<file path="src/inc/ddc_bind_pkg.sv">
package ddc_bind_pkg;
   // bus and datapath widths
   localparam int ADDR_W    = 12;
   localparam int DATA_W    = 8;
   localparam int SAMPLE_W  = 12;
   localparam int MAG_W     = 8;
   localparam int FREQ_W    = 32;
   localparam int PHASE_W   = 16;
   localparam int PRESETS   = 4;
   localparam int SEL_W     = 2;
   localparam int OVERRANGE_PULSE_EXTENSION_W   = 3;
   localparam int STRETCH_W = 11;

   // register offsets
   localparam logic [ADDR_W-1:0] OFS_THRESH0  = 12'h211;
   localparam logic [ADDR_W-1:0] OFS_THRESH1  = 12'h212;
   localparam logic [ADDR_W-1:0] OFS_OVERRANGE_OUTPUT_CONFIG  = 12'h213;
   localparam logic [ADDR_W-1:0] OFS_SRC_MODE = 12'h214;
   localparam logic [ADDR_W-1:0] OFS_PRE_SEL  = 12'h215;
   localparam logic [ADDR_W-1:0] OFS_ROUTING  = 12'h216;
   localparam logic [ADDR_W-1:0] OFS_IRQ_STAT = 12'h21a;
   localparam logic [ADDR_W-1:0] OFS_IRQ_MASK = 12'h21b;

   // reset values
   localparam logic [DATA_W-1:0] RST_THRESH0  = 8'hf2;
   localparam logic [DATA_W-1:0] RST_THRESH1  = 8'hab;
   localparam logic [DATA_W-1:0] RST_OVERRANGE_OUTPUT_CONFIG  = 8'h07;
   localparam logic [DATA_W-1:0] RST_SRC_MODE = 8'h00;
   localparam logic [DATA_W-1:0] RST_PRE_SEL  = 8'h00;
   localparam logic [DATA_W-1:0] RST_ROUTING  = 8'h02;
   localparam logic [DATA_W-1:0] RST_IRQ      = 8'h00;

   // field positions
   localparam int OVERRANGE_PIN_ENABLE_BIT    = 3;
   localparam int OVERRANGE_PULSE_EXTENSION_LSB     = 0;
   localparam int SRC_MODE_LSB  = 0;
   localparam int SEL_A_LSB     = 0;
   localparam int SEL_B_LSB     = 2;
   localparam int ROUTE_A_BIT   = 0;
   localparam int ROUTE_B_BIT   = 1;
   localparam int IRQ_EVENTS    = 4;

   // writable field masks, reserved bits read back as zero
   localparam logic [DATA_W-1:0] MASK_IRQ = 8'h0f;

   // stretch length base, in device clock cycles
   localparam int OVR_BASE_CYCLES = 8;

   // preset source modes
   typedef enum logic [1:0] {
      SRC_REGISTER    = 2'h0,
      SRC_PINS_SPLIT  = 2'h1,
      SRC_PINS_SHARED = 2'h2,
      SRC_RESERVED    = 2'h3
   } preset_src_t;
endpackage

</file>
<file path="src/hw/overrange_stretch.sv">
`timescale 1ns/10ps
`default_nettype none
module overrange_stretch
   import ddc_bind_pkg::*;
(
   // clock and reset
   input  wire logic               core_clk,
   input  wire logic               sys_rst,
   // detection and extension
   input  wire logic               detect,
   input  wire logic [OVERRANGE_PULSE_EXTENSION_W-1:0] ext_sel,
   output logic                    pulse_ff
);
   logic [STRETCH_W-1:0] cnt_ff;   // cycles left after this one
   logic [STRETCH_W-1:0] nxt_len;  // full pulse length

   // length is 8 shifted by the extension field
   assign nxt_len = STRETCH_W'(OVR_BASE_CYCLES) << ext_sel;

   // pulse and down counter, a fresh detection reloads the count
   always_ff @(posedge core_clk) begin
      if (sys_rst) begin
         pulse_ff <= 1'b0;
         cnt_ff   <= '0;
      end else if (detect) begin
         pulse_ff <= 1'b1;
         cnt_ff   <= nxt_len - STRETCH_W'(1);
      end else if (pulse_ff) begin
         if (cnt_ff == '0) begin
            pulse_ff <= 1'b0;
         end else begin
            cnt_ff <= cnt_ff - STRETCH_W'(1);
         end
      end
   end
endmodule
`default_nettype wire

</file>
<file path="src/hw/preset_mux.sv">
`timescale 1ns/10ps
`default_nettype none
module preset_mux
   import ddc_bind_pkg::*;
(
   // clock and reset
   input  wire logic               core_clk,
   input  wire logic               sys_rst,
   // selection
   input  wire logic [SEL_W-1:0]   sel,
   // preset banks
   input  wire logic [FREQ_W-1:0]  freq_presets  [PRESETS],
   input  wire logic [PHASE_W-1:0] phase_presets [PRESETS],
   // active setting
   output logic      [FREQ_W-1:0]  freq_ff,
   output logic      [PHASE_W-1:0] phase_ff
);
   // whole word pair changes on one edge, never half of it
   always_ff @(posedge core_clk) begin
      if (sys_rst) begin
         freq_ff  <= '0;
         phase_ff <= '0;
      end else begin
         freq_ff  <= freq_presets[sel];
         phase_ff <= phase_presets[sel];
      end
   end
endmodule
`default_nettype wire

</file>
<file path="src/hw/ddc_preset_overrange_binding.sv">
// What this block does
// - over-range pins forced low unless enabled
// - enable gates pins only, not link bits
// - pin pulse lasts at least 8 times 2^n
// - four presets per converter supply frequency, phase
// - mode 0: register fields select both presets
// - mode 1: A pins to A, B to B
// - mode 2: A pins pick both; 3 reserved
// - single channel uses converter A's method
// - field 3:2 picks B, ignored single channel
// - field 1:0 picks A preset n
// - routing bit 1 sources digital channel B
// - routing bit 0 sources digital channel A
// - digital channel down when its source down
// - I magnitude at threshold 0 sets bit 0
// - Q magnitude at threshold 1 sets bit 1
`timescale 1ns/10ps
`default_nettype none
module ddc_preset_overrange_binding
   import ddc_bind_pkg::*;
(
   // clock and reset
   input  wire logic                core_clk,
   input  wire logic                sys_rst,
   // register port
   input  wire logic [ADDR_W-1:0]   reg_addr,
   input  wire logic [DATA_W-1:0]   reg_wdata,
   input  wire logic                reg_wr,
   input  wire logic                reg_rd,
   output logic      [DATA_W-1:0]   reg_rdata_ff,
   // interrupt
   output logic                     irq_ff,
   // device mode and power
   input  wire logic                single_channel,
   input  wire logic                analog_a_powerdown,
   input  wire logic                analog_b_powerdown,
   output logic                     dig_a_powerdown_ff,
   output logic                     dig_b_powerdown_ff,
   // converter samples
   input  wire logic [SAMPLE_W-1:0] adc_a_sample,
   input  wire logic [SAMPLE_W-1:0] adc_b_sample,
   output logic      [SAMPLE_W-1:0] dig_a_sample_ff,
   output logic      [SAMPLE_W-1:0] dig_b_sample_ff,
   // down-converter output magnitudes
   input  wire logic [MAG_W-1:0]    ddc_a_i_mag,
   input  wire logic [MAG_W-1:0]    ddc_a_q_mag,
   input  wire logic [MAG_W-1:0]    ddc_b_i_mag,
   input  wire logic [MAG_W-1:0]    ddc_b_q_mag,
   // over-range control bits to the serial link
   output logic      [1:0]          link_ovr_a_ff,
   output logic      [1:0]          link_ovr_b_ff,
   // over-range pins
   output logic                     overrange_a_bit0_pin,
   output logic                     overrange_a_bit1_pin,
   output logic                     overrange_b_bit0_pin,
   output logic                     overrange_b_bit1_pin,
   // preset select pins
   input  wire logic [SEL_W-1:0]    preset_pins_a,
   input  wire logic [SEL_W-1:0]    preset_pins_b,
   // preset banks
   input  wire logic [FREQ_W-1:0]   oscillator_frequency_a_preset [PRESETS],
   input  wire logic [PHASE_W-1:0]  oscillator_phase_a_preset     [PRESETS],
   input  wire logic [FREQ_W-1:0]   oscillator_frequency_b_preset [PRESETS],
   input  wire logic [PHASE_W-1:0]  oscillator_phase_b_preset     [PRESETS],
   // active preset index and setting
   output logic      [SEL_W-1:0]    active_preset_a_ff,
   output logic      [SEL_W-1:0]    active_preset_b_ff,
   output logic      [FREQ_W-1:0]   active_freq_a_ff,
   output logic      [PHASE_W-1:0]  active_phase_a_ff,
   output logic      [FREQ_W-1:0]   active_freq_b_ff,
   output logic      [PHASE_W-1:0]  active_phase_b_ff
);
   // software registers
   logic [DATA_W-1:0] thresh0_ff;                // threshold 0
   logic [DATA_W-1:0] thresh1_ff;                // threshold 1
   logic [DATA_W-1:0] overrange_output_config;   // pin enable and extension
   logic [DATA_W-1:0] nco_preset_source_mode;    // preset source
   logic [DATA_W-1:0] nco_preset_select;         // register select fields
   logic [DATA_W-1:0] digital_channel_routing;   // channel binding
   logic [DATA_W-1:0] irq_stat_ff;               // sticky events
   logic [DATA_W-1:0] irq_mask_ff;               // event enables

   // decoded fields
   logic                overrange_pin_enable;
   logic [OVERRANGE_PULSE_EXTENSION_W-1:0]  overrange_pulse_extension;
   preset_src_t         src_mode;
   logic [SEL_W-1:0]    preset_select_a;
   logic [SEL_W-1:0]    preset_select_b;

   // detection path
   logic [3:0]          nxt_ovr;        // a0 a1 b0 b1 compare results
   logic [3:0]          ovr_ff;         // registered control bits
   logic [3:0]          stretch;        // stretched pulses
   logic [3:0]          pin_ff;         // gated pins
   logic [3:0]          ovr_rise;       // new over-range event
   logic [3:0]          ovr_prev_ff;    // control bits one cycle back

   // preset selection
   logic [SEL_W-1:0]    nxt_sel_a;
   logic [SEL_W-1:0]    nxt_sel_b;

   // bus decode
   logic                stat_rd;

   assign overrange_pin_enable      = overrange_output_config[OVERRANGE_PIN_ENABLE_BIT];
   assign overrange_pulse_extension = overrange_output_config[OVERRANGE_PULSE_EXTENSION_LSB +: OVERRANGE_PULSE_EXTENSION_W];
   assign src_mode        = preset_src_t'(nco_preset_source_mode[SRC_MODE_LSB +: 2]);
   assign preset_select_a = nco_preset_select[SEL_A_LSB +: SEL_W];
   assign preset_select_b = nco_preset_select[SEL_B_LSB +: SEL_W];
   assign stat_rd         = reg_rd && reg_addr == OFS_IRQ_STAT;

   // register writes, full bytes kept except the interrupt mask
   always_ff @(posedge core_clk) begin
      if (sys_rst) begin
         thresh0_ff              <= RST_THRESH0;
         thresh1_ff              <= RST_THRESH1;
         overrange_output_config <= RST_OVERRANGE_OUTPUT_CONFIG;
         nco_preset_source_mode  <= RST_SRC_MODE;
         nco_preset_select       <= RST_PRE_SEL;
         digital_channel_routing <= RST_ROUTING;
         irq_mask_ff             <= RST_IRQ;
      end else if (reg_wr) begin
         unique case (reg_addr)
            OFS_THRESH0:  thresh0_ff              <= reg_wdata;
            OFS_THRESH1:  thresh1_ff              <= reg_wdata;
            OFS_OVERRANGE_OUTPUT_CONFIG:  overrange_output_config <= reg_wdata;
            OFS_SRC_MODE: nco_preset_source_mode  <= reg_wdata;
            OFS_PRE_SEL:  nco_preset_select       <= reg_wdata;
            OFS_ROUTING:  digital_channel_routing <= reg_wdata;
            OFS_IRQ_MASK: irq_mask_ff             <= reg_wdata & MASK_IRQ;
            default: begin
               // unmapped write is dropped
            end
         endcase
      end
   end

   // read data, one cycle after the strobe, zero elsewhere
   always_ff @(posedge core_clk) begin
      if (sys_rst) begin
         reg_rdata_ff <= '0;
      end else if (reg_rd) begin
         unique case (reg_addr)
            OFS_THRESH0:  reg_rdata_ff <= thresh0_ff;
            OFS_THRESH1:  reg_rdata_ff <= thresh1_ff;
            OFS_OVERRANGE_OUTPUT_CONFIG:  reg_rdata_ff <= overrange_output_config;
            OFS_SRC_MODE: reg_rdata_ff <= nco_preset_source_mode;
            OFS_PRE_SEL:  reg_rdata_ff <= nco_preset_select;
            OFS_ROUTING:  reg_rdata_ff <= digital_channel_routing;
            OFS_IRQ_STAT: reg_rdata_ff <= irq_stat_ff;
            OFS_IRQ_MASK: reg_rdata_ff <= irq_mask_ff;
            default:      reg_rdata_ff <= '0;
         endcase
      end else begin
         reg_rdata_ff <= '0;
      end
   end

   // threshold compares on I and Q magnitudes
   always_comb begin
      nxt_ovr[0] = ddc_a_i_mag >= thresh0_ff;
      nxt_ovr[1] = ddc_a_q_mag >= thresh1_ff;
      nxt_ovr[2] = ddc_b_i_mag >= thresh0_ff;
      nxt_ovr[3] = ddc_b_q_mag >= thresh1_ff;
   end

   // control bits run to the link whatever the pin enable says
   always_ff @(posedge core_clk) begin
      if (sys_rst) begin
         ovr_ff <= '0;
      end else begin
         ovr_ff <= nxt_ovr;
      end
   end

   assign link_ovr_a_ff = ovr_ff[1:0];
   assign link_ovr_b_ff = ovr_ff[3:2];
   assign ovr_rise      = ovr_ff & ~ovr_prev_ff;

   // previous control bits for edge detection
   always_ff @(posedge core_clk) begin
      if (sys_rst) begin
         ovr_prev_ff <= '0;
      end else begin
         ovr_prev_ff <= ovr_ff;
      end
   end

   // one stretcher per pin
   for (genvar g = 0; g < 4; g++) begin : g_stretch
      overrange_stretch u_stretch (
         .core_clk (core_clk),
         .sys_rst  (sys_rst),
         .detect   (ovr_ff[g]),
         .ext_sel  (overrange_pulse_extension),
         .pulse_ff (stretch[g])
      );
   end

   // pins held low while disabled
   always_ff @(posedge core_clk) begin
      if (sys_rst) begin
         pin_ff <= '0;
      end else begin
         pin_ff <= stretch & {4{overrange_pin_enable}};
      end
   end

   assign overrange_a_bit0_pin = pin_ff[0];
   assign overrange_a_bit1_pin = pin_ff[1];
   assign overrange_b_bit0_pin = pin_ff[2];
   assign overrange_b_bit1_pin = pin_ff[3];

   // sticky status, a new event beats the read clear
   always_ff @(posedge core_clk) begin
      if (sys_rst) begin
         irq_stat_ff <= RST_IRQ;
      end else begin
         irq_stat_ff <= ((stat_rd ? '0 : irq_stat_ff) | DATA_W'(ovr_rise)) & MASK_IRQ;
      end
   end

   // level interrupt from unmasked status
   always_ff @(posedge core_clk) begin
      if (sys_rst) begin
         irq_ff <= 1'b0;
      end else begin
         irq_ff <= |(irq_stat_ff & irq_mask_ff);
      end
   end

   // preset source selection
   always_comb begin
      unique case (src_mode)
         SRC_PINS_SPLIT: begin
            nxt_sel_a = preset_pins_a;
            nxt_sel_b = preset_pins_b;
         end
         SRC_PINS_SHARED: begin
            nxt_sel_a = preset_pins_a;
            nxt_sel_b = preset_pins_a;
         end
         default: begin
            // register fields; reserved mode behaves the same
            nxt_sel_a = preset_select_a;
            nxt_sel_b = preset_select_b;
         end
      endcase
      if (single_channel) begin
         nxt_sel_b = nxt_sel_a;
      end
   end

   // active index registered on the device clock
   always_ff @(posedge core_clk) begin
      if (sys_rst) begin
         active_preset_a_ff <= '0;
         active_preset_b_ff <= '0;
      end else begin
         active_preset_a_ff <= nxt_sel_a;
         active_preset_b_ff <= nxt_sel_b;
      end
   end

   preset_mux u_mux_a (
      .core_clk      (core_clk),
      .sys_rst       (sys_rst),
      .sel           (active_preset_a_ff),
      .freq_presets  (oscillator_frequency_a_preset),
      .phase_presets (oscillator_phase_a_preset),
      .freq_ff       (active_freq_a_ff),
      .phase_ff      (active_phase_a_ff)
   );

   preset_mux u_mux_b (
      .core_clk      (core_clk),
      .sys_rst       (sys_rst),
      .sel           (active_preset_b_ff),
      .freq_presets  (oscillator_frequency_b_preset),
      .phase_presets (oscillator_phase_b_preset),
      .freq_ff       (active_freq_b_ff),
      .phase_ff      (active_phase_b_ff)
   );

   // channel routing and power coupling
   always_ff @(posedge core_clk) begin
      if (sys_rst) begin
         dig_a_sample_ff    <= '0;
         dig_b_sample_ff    <= '0;
         dig_a_powerdown_ff <= 1'b0;
         dig_b_powerdown_ff <= 1'b0;
      end else begin
         dig_a_sample_ff <= digital_channel_routing[ROUTE_A_BIT] ? adc_b_sample
                                                                 : adc_a_sample;
         dig_b_sample_ff <= digital_channel_routing[ROUTE_B_BIT] ? adc_b_sample
                                                                 : adc_a_sample;
         dig_a_powerdown_ff <= digital_channel_routing[ROUTE_A_BIT] ? analog_b_powerdown
                                                                    : analog_a_powerdown;
         dig_b_powerdown_ff <= digital_channel_routing[ROUTE_B_BIT] ? analog_b_powerdown
                                                                    : analog_a_powerdown;
      end
   end
endmodule
`default_nettype wire

</file>
<file path="config.mk">
export PLATFORM = sky130hd
export DESIGN_NAME = ddc_preset_overrange_binding
export DESIGN_NICKNAME = d
export VERILOG_FILES = /design/src/inc/ddc_bind_pkg.sv /design/src/hw/overrange_stretch.sv /design/src/hw/preset_mux.sv /design/src/hw/ddc_preset_overrange_binding.sv
export SDC_FILE = /design/constraint.sdc
export NUM_CORES = 1
export LEC_CHECK = 0
export BUFFER_PORTS_ARGS = -buffer_cell sky130_fd_sc_hd__buf_2
export CORE_AREA = 2 2 242 244
export DETAILED_ROUTE_END_ITERATION = 10
export DIE_AREA = 0 0 244 246
export SETUP_SLACK_MARGIN = 0.05
export SYNTH_ARGS = -nofsm -noshare
export SYNTH_HDL_FRONTEND = slang
export SYNTH_SLANG_ARGS = --single-unit
</file>
<file path="constraint.sdc">
create_clock -name core_clk -period 2.4 [get_ports core_clk]
set_input_delay 0.24 -clock core_clk [delete_from_list [all_inputs] [get_ports core_clk]]
set_output_delay 0.24 -clock core_clk [all_outputs]
set_load 0.03 [all_outputs]
</file>
==> results of run 1 <==
==> Yosys cell counts, types with 20 or more instances <==
cell type  count  area, um^2
a211oi_1      23       172.7
a21oi_1       35       175.2
and2_1       102       638.1
clkbuf_1      59       221.5
dfxtp_1      251        5025
ha_1          43       538.0
inv_1         37       138.9
mux2i_1       88       880.8
mux4_2        96        2162
nand2_1       42       157.7
nor2_1       107       401.6
nor3_1        25       125.1
o21ai_0       20       100.1
==> flip-flops by register name (all words and copies together), names as in the netlist, 2 cells and up <==
signal and cells:
dig_b_sample_ff 12, digital_channel_routing 8, thresh0_ff 8, ovr_prev_ff 4
overrange_output_config 8, nco_preset_select 8, reg_rdata_ff 8, thresh1_ff 8
irq_stat_ff 4, nco_preset_source_mode 8, ovr_ff 4, active_preset_b_ff 2
u_mux_b.phase_ff 16, u_mux_b.freq_ff 32, g_stretch.u_stretch.pulse_ff 4, dig_a_sample_ff 12
u_mux_a.freq_ff 32, irq_mask_ff 4, g_stretch.u_stretch.cnt_ff 44, u_mux_a.phase_ff 16
pin_ff 4, active_preset_a_ff 2
==> final cells by class <==
class                           instances  area share, %
Clock inverter                         14          1.244
Sequential cell                       251          27.81
Antenna cell                            9         0.1244
Timing Repair Buffer                  688          21.19
Inverter                               39         0.8155
Multi-Input combinational cell        774          38.20
Clock buffer                           46          5.335
Tap cell                              765          5.287
==> critical path, stage by stage, from the launching register on <==
cell and delay (ps):
dfxtp_1 350, or4_1 670, or4_4 570, a211oi_1 280
a211oi_1 80
==> power by group through the flow <==
stage	Clock [mW]	Sequential (mW)	Combinational, mW
floorplan	0	4.71	0.542
global placement	0	4.50	1.53
detailed placement	0	4.50	1.55
CTS	5.60	4.41	1.61
global route	5.76	4.43	1.72
finish	5.42	4.41	1.60
==> cells by family (layout without fill, tap and decap cells) <==
family,Yosys count,count (layout),share of synthesized area [%]
adders and majority gates,43,43,4.331
DFF,251,251,40.45
AOI/OAI and AO/OA,167,167,9.509
xor gates and xnor gates,20,20,1.410
muxes,184,184,24.50
buffers and inverters,121,787,3.878
other,0,9,0
and+or+nand+nor,360,360,15.92
==> final timing paths <==
check / startpoint / endpoint / slack (ps) / cells past startpoint
worst min register to register: ovr_prev_ff[2]$_SDFF_PP0_ / irq_stat_ff[2]$_SDFF_PP0_ / 410 / 1
worst max register to register: g_stretch[3].u_stretch.cnt_ff[4]$_SDFFE_PP0P_ / g_stretch[3].u_stretch.cnt_ff[9]$_SDFFE_PP0P_ / 280 / 4
worst max-delay path: g_stretch[3].u_stretch.cnt_ff[4]$_SDFFE_PP0P_ / g_stretch[3].u_stretch.cnt_ff[9]$_SDFFE_PP0P_ / 280 / 4
worst min-delay path: adc_a_sample[11] / dig_a_sample_ff[11]$_SDFF_PP0_ / 50 / 3
==> routing by layer <==
metal  share of wire, %  vias to the layer above
met1                 42                     5830
met2                 49                      532
li1                   -                     5528
met4                2.7                        4
met5              0.047                        -
met3                5.8                      115
==> flow_summary.toml, run 1 <==
[run_status]
status = "complete, no violations"

[placement]
dp_slack_ps = 242.8
gp_congestion = 1.023
place_inst = 2476
placed_area_um2 = 16480
hpwlAfterDp_mm = 52.23
port-buffer-count = 613

[floorplanning]
die_h_um = 246
fp.dieW_um = 244
top_level_ports = 614
initial_core_util_pct = 21.65
dieArea_um2 = 60020
core_area_um2 = 57370
fp-row-count = 88

[pwr]
power.share.clock_pct = 47.4
p_leak_nw = 8.280
p_seq_share_pct = 38.6
fin_total_pwr_mw = 11.44
peakVddDrop_uv = 491.2
netSwitchingFraction_pct = 27.00
internal_power_mw = 8.348
power.switching_mw = 3.088
p_per_area_nw_per_um2 = 631.6
p_comb_share_pct = 14.0

[flow_run]
cap_viol_max_count = 0

[min_path]
hold_path.class = "in -> reg"

[clocking]
cts_tree = "done"
cts_sinks = 251
cts_setup_buffers = 0
holdBufCountCts = 41
clock_path_buffers = 3
cts_resized = 0
clk-insertion-delay-late_ps = 560
h-tree-depth = 2
cts.clk_slew.worst_paths_ps = 60
root_buffer = "clkbuf_16"
cts_inserted_buffers = 34

[synthesis]
synth-seq-cells = 251
ys.warnings.count = 0
synthDistinctLibCells = 67
synth-edff-count = 0
async_reset_ff_share_pct = 0
syn_area_um2 = 12420
synth_nets = 1660
yosysSeqAreaShare_pct = 40.45
synthCells = 1146
avgSynthCellArea_um2 = 10.84
synthFlopType = "dfxtp_1"

[global_routing]
grt.busiest_layer = "met2"
grt_usage_pct = 20.46
grt_max_degree = 61
antenna_found_initial = 42
grt_util_met3_pct = 3.671
grtUsageMet2_pct = 36.00
grt-ovfl-total = 0
grt_pass1_vias = 12430
grt_pass1_wl_mm = 88.31
grt_use_met1_pct = 25.52

[final_layout]
fillerInstances = 5921
seqCellArea_um2 = 5035
final_common_cell = "buf_2"
final_core_util_pct = 31.56
nets = 2302
multi_input_area_um2 = 6915
drive_above_1_share_pct = 45.31
area_delta_synth_final_pct = 45.75
fin_cells = 2586
layout_common_cells = "buf_2 (612), dfxtp_1 (247), nor2_1 (107)"
final_area_um2 = 18100

[route]
drc = 0
wirelength_mm = 63.61
dr.pass1.iters = 7
viasPerCell = 4.644
antenna_left = 0
drt_iter0_drc = 659
vias = 12010
wl_per_cell_um = 24.60

[worst_setup_path]
worst-path-max-fanout = 7
cp.required_ps = 2790
cp-end-kind = "flip-flop"
worstPathArrival_ps = 2510
critPathKind = "reg -> reg"
critPathLaunchType = "flip-flop"

[sta]
fin_worst_skew_ps = 18.17
slew_violations = 0
fin_hold_ws_ps = 53.15
setup_viol = 0
min_period_ps = 2116
timing.final.ws_setup_ps = 284.3
rsz0062_at_grt = "false"
worst_pin_slew_ps = 691.7
setup_tns_ps = 0
post-route-period-util_pct = 88.15
fmax_mhz = 472.7
max-slew-margin-rel_pct = 53.89
hold_viol_final = 0
Power figures use the tool's default switching activity.
==> inputs of run 2 (changes only) <==
--- a/config.mk
+++ b/config.mk
@@ -6,9 +6,12 @@
 export NUM_CORES = 1
 export LEC_CHECK = 0
 export BUFFER_PORTS_ARGS = -buffer_cell sky130_fd_sc_hd__buf_2
-export CORE_AREA = 2 2 242 244
+export CELL_PAD_IN_SITES_DETAIL_PLACEMENT = 0
+export CELL_PAD_IN_SITES_GLOBAL_PLACEMENT = 2
+export CORE_AREA = 2 2 238 240
 export DETAILED_ROUTE_END_ITERATION = 10
-export DIE_AREA = 0 0 244 246
+export DIE_AREA = 0 0 240 242
+export PLACE_DENSITY_LB_ADDON = 0.1
 export SETUP_SLACK_MARGIN = 0.05
 export SYNTH_ARGS = -nofsm -noshare
 export SYNTH_HDL_FRONTEND = slang
==> run 2 against run 1 <==
  * Routed wire length up 0.91%
  * Worst hold slack got worse by 5.0 ps
  * Clock skew up 4.4 ps
  * Die area is 3.2% lower
  * Sequential cell count did not move
  * Total power shrank 0.46%
  * First-iteration DRC count decreased by 24%
  * Utilization up 0.97 points
  * Sequential power barely moved
  * Register-to-register slack improved by 50 ps
  * Sequential share of layout area about the same
==> flow_summary.toml, run 2 (synthesis results as in run 1) <==
[run_status]
status = "complete, no violations"

[worst_setup_path]
r2r_cells = 5
worst-path-max-fanout = 7
r2r_setup_slack_ps = 330
cp.depth = 5
r2r-end = "g_stretch[3].u_stretch.cnt_ff[9]$_SDFFE_PP0P_"
crit_path_end = "g_stretch[3].u_stretch.cnt_ff[9]$_SDFFE_PP0P_"
worstPathArrival_ps = 2510
crit_family = "simple AND/OR/NAND/NOR gates"
path_buf_inv = 0
crit_start = "g_stretch[3].u_stretch.cnt_ff[4]$_SDFFE_PP0P_"
r2r-start = "g_stretch[3].u_stretch.cnt_ff[4]$_SDFFE_PP0P_"
cp.required_ps = 2840
cp-end-kind = "flip-flop"
crit_chain = "or4_1 -> or4_4 -> nor3_2 -> a211oi_1 -> a211oi_1"
crit_top_cell = "a211oi_1"
critPathKind = "reg -> reg"
cp_slowest_cell = "or4_1"
cpPeakStageDelay_ps = 680
critPathLaunchType = "flip-flop"

[floorplanning]
dieArea_um2 = 58080
fp-row-count = 87
top_level_ports = 614
core_area_um2 = 55730
die_h_um = 242
fp.dieW_um = 240
initial_core_util_pct = 22.29

[final_layout]
fin_cells = 2586
multi_input_area_um2 = 6920
fillerInstances = 5887
layout_common_cells = "buf_2 (612), dfxtp_1 (247), nor2_1 (107)"
nets = 2311
final_common_cell = "buf_2"
drive_above_1_share_pct = 45.75
seqCellArea_um2 = 5035
final_area_um2 = 18130
area_delta_synth_final_pct = 45.96
largest_register_ffs = 44
largest_register = "g_stretch.u_stretch.cnt_ff"
largest_registers = "g_stretch.u_stretch.cnt_ff (44), u_mux_a.freq_ff (32), u_mux_b.freq_ff (32)"

[global_routing]
grt_use_met1_pct = 26.52
grt_max_degree = 64
antenna_found_initial = 26
grt_pass1_wl_mm = 89.12
grt.busiest_layer = "met2"
grt_pass1_vias = 11890
grtUsageMet2_pct = 37.30
grt-ovfl-total = 0
grt_usage_pct = 21.43
grt_util_met3_pct = 5.412

[min_path]
hold_path.class = "in -> reg"

[sta]
hold_viol_final = 0
fmax_mhz = 483.7
rsz0062_at_grt = "false"
setup_tns_ps = 0
timing.final.ws_setup_ps = 332.5
max-slew-margin-rel_pct = 57.30
fin_worst_skew_ps = 22.61
post-route-period-util_pct = 86.14
worst_pin_slew_ps = 640.5
min_period_ps = 2067
setup_viol = 0
slew_violations = 0

[pwr]
p_leak_nw = 8.327
p_per_area_nw_per_um2 = 627.8
peakVddDrop_uv = 384.9

[clocking]
clock_path_buffers = 3
cts_inserted_buffers = 36
cts_sinks = 251
cts_tree = "done"
cts.clk_slew.worst_paths_ps = 60
cts_setup_buffers = 0
root_buffer = "clkbuf_16"
clk-insertion-delay-late_ps = 550
h-tree-depth = 2

[route]
drc = 0
antenna_left = 0
wirelength_mm = 64.19
viasPerCell = 4.546
drt_iter0_drc = 501
vias = 11760
wl_per_cell_um = 24.82
dr.pass1.iters = 5

[placement]
placed_area_um2 = 16520
dp_slack_ps = 191.1
place_inst = 2475
gp_congestion = 0.9755
hpwlAfterDp_mm = 52.06
port-buffer-count = 613

[flow_run]
cap_viol_max_count = 0
==> run 2: cell types whose count changed in the layout (fill, tap and decap cells not counted), moves of 2 or more <==
cell and delta:
clkinv_4 -2, clkbuf_16 +3, buf_4 +9, clkinv_2 +4, bufinv_16 -3, diode_2 -4
clkbuf_8 +4
==> run 2: where the power goes <==
group | switching [mW] | internal (mW)
combinational | 0.855 | 0.725
sequential | 0.0775 | 4.33
clock | 2.12 | 3.28
==> run 2: stage by stage <==
step / utilization, % / hold slack, ps / power, mW
after floorplan: - / 365.1 / 5.251
after global placement: 29.64 / 404.7 / 6.037
after detailed placement: 29.64 / 407.6 / 6.036
after CTS: 32.50 / 5.569 / 11.63
after global routing: 32.51 / 49.16 / 11.87
final: 32.53 / 48.18 / 11.38
==> run 2: tightest hold or removal path, delay by kind of cell <==
| family | cells | cell delay [ps] |
|---|---|---|
| AO/OA/AOI/OAI | 1 | 150 |
| AND/OR/NAND/NOR | 1 | 50 |
| buffers and inverters | 1 | 110 |
==> run 2: layer usage <==
layer,vias to the layer above,wire [um]
met5,-,84
met4,12,1301
met3,92,4328
met2,378,31420
met1,5733,27050
li1,5542,-
==> run 2: how the worst min path moves through the flow <==
stage	start	endpoint	cells after the start
after floorplan	reg_wdata[0]	overrange_output_config[0]$_SDFFE_PP1P_	2
after global placement	ovr_prev_ff[2]$_SDFF_PP0_	irq_stat_ff[2]$_SDFF_PP0_	1
after detailed placement	ovr_prev_ff[3]$_SDFF_PP0_	irq_stat_ff[3]$_SDFF_PP0_	1
after CTS	single_channel	active_preset_b_ff[1]$_SDFF_PP0_	3
after global routing	single_channel	active_preset_b_ff[1]$_SDFF_PP0_	3
final	single_channel	active_preset_b_ff[1]$_SDFF_PP0_	3
==> run 2: repair_timing <==
| action | CTS | global route |
|---|---|---|
| gates resized for setup | 0 | 1 |
| hold buffers | 40 | 0 |
| endpoints found under the hold margin | 27 | 0 |
| endpoints found under the setup margin | 0 | 1 |
==> run 2: layout make-up <==
type,count,area share [%]
inverter,39,0.8212
antenna,5,0.06901
sequential,251,27.77
multi-input combinational,774,38.17
timing repair buffer,695,21.37
tap,756,5.217
clock inverter,12,0.5245
clock buffer,54,6.066
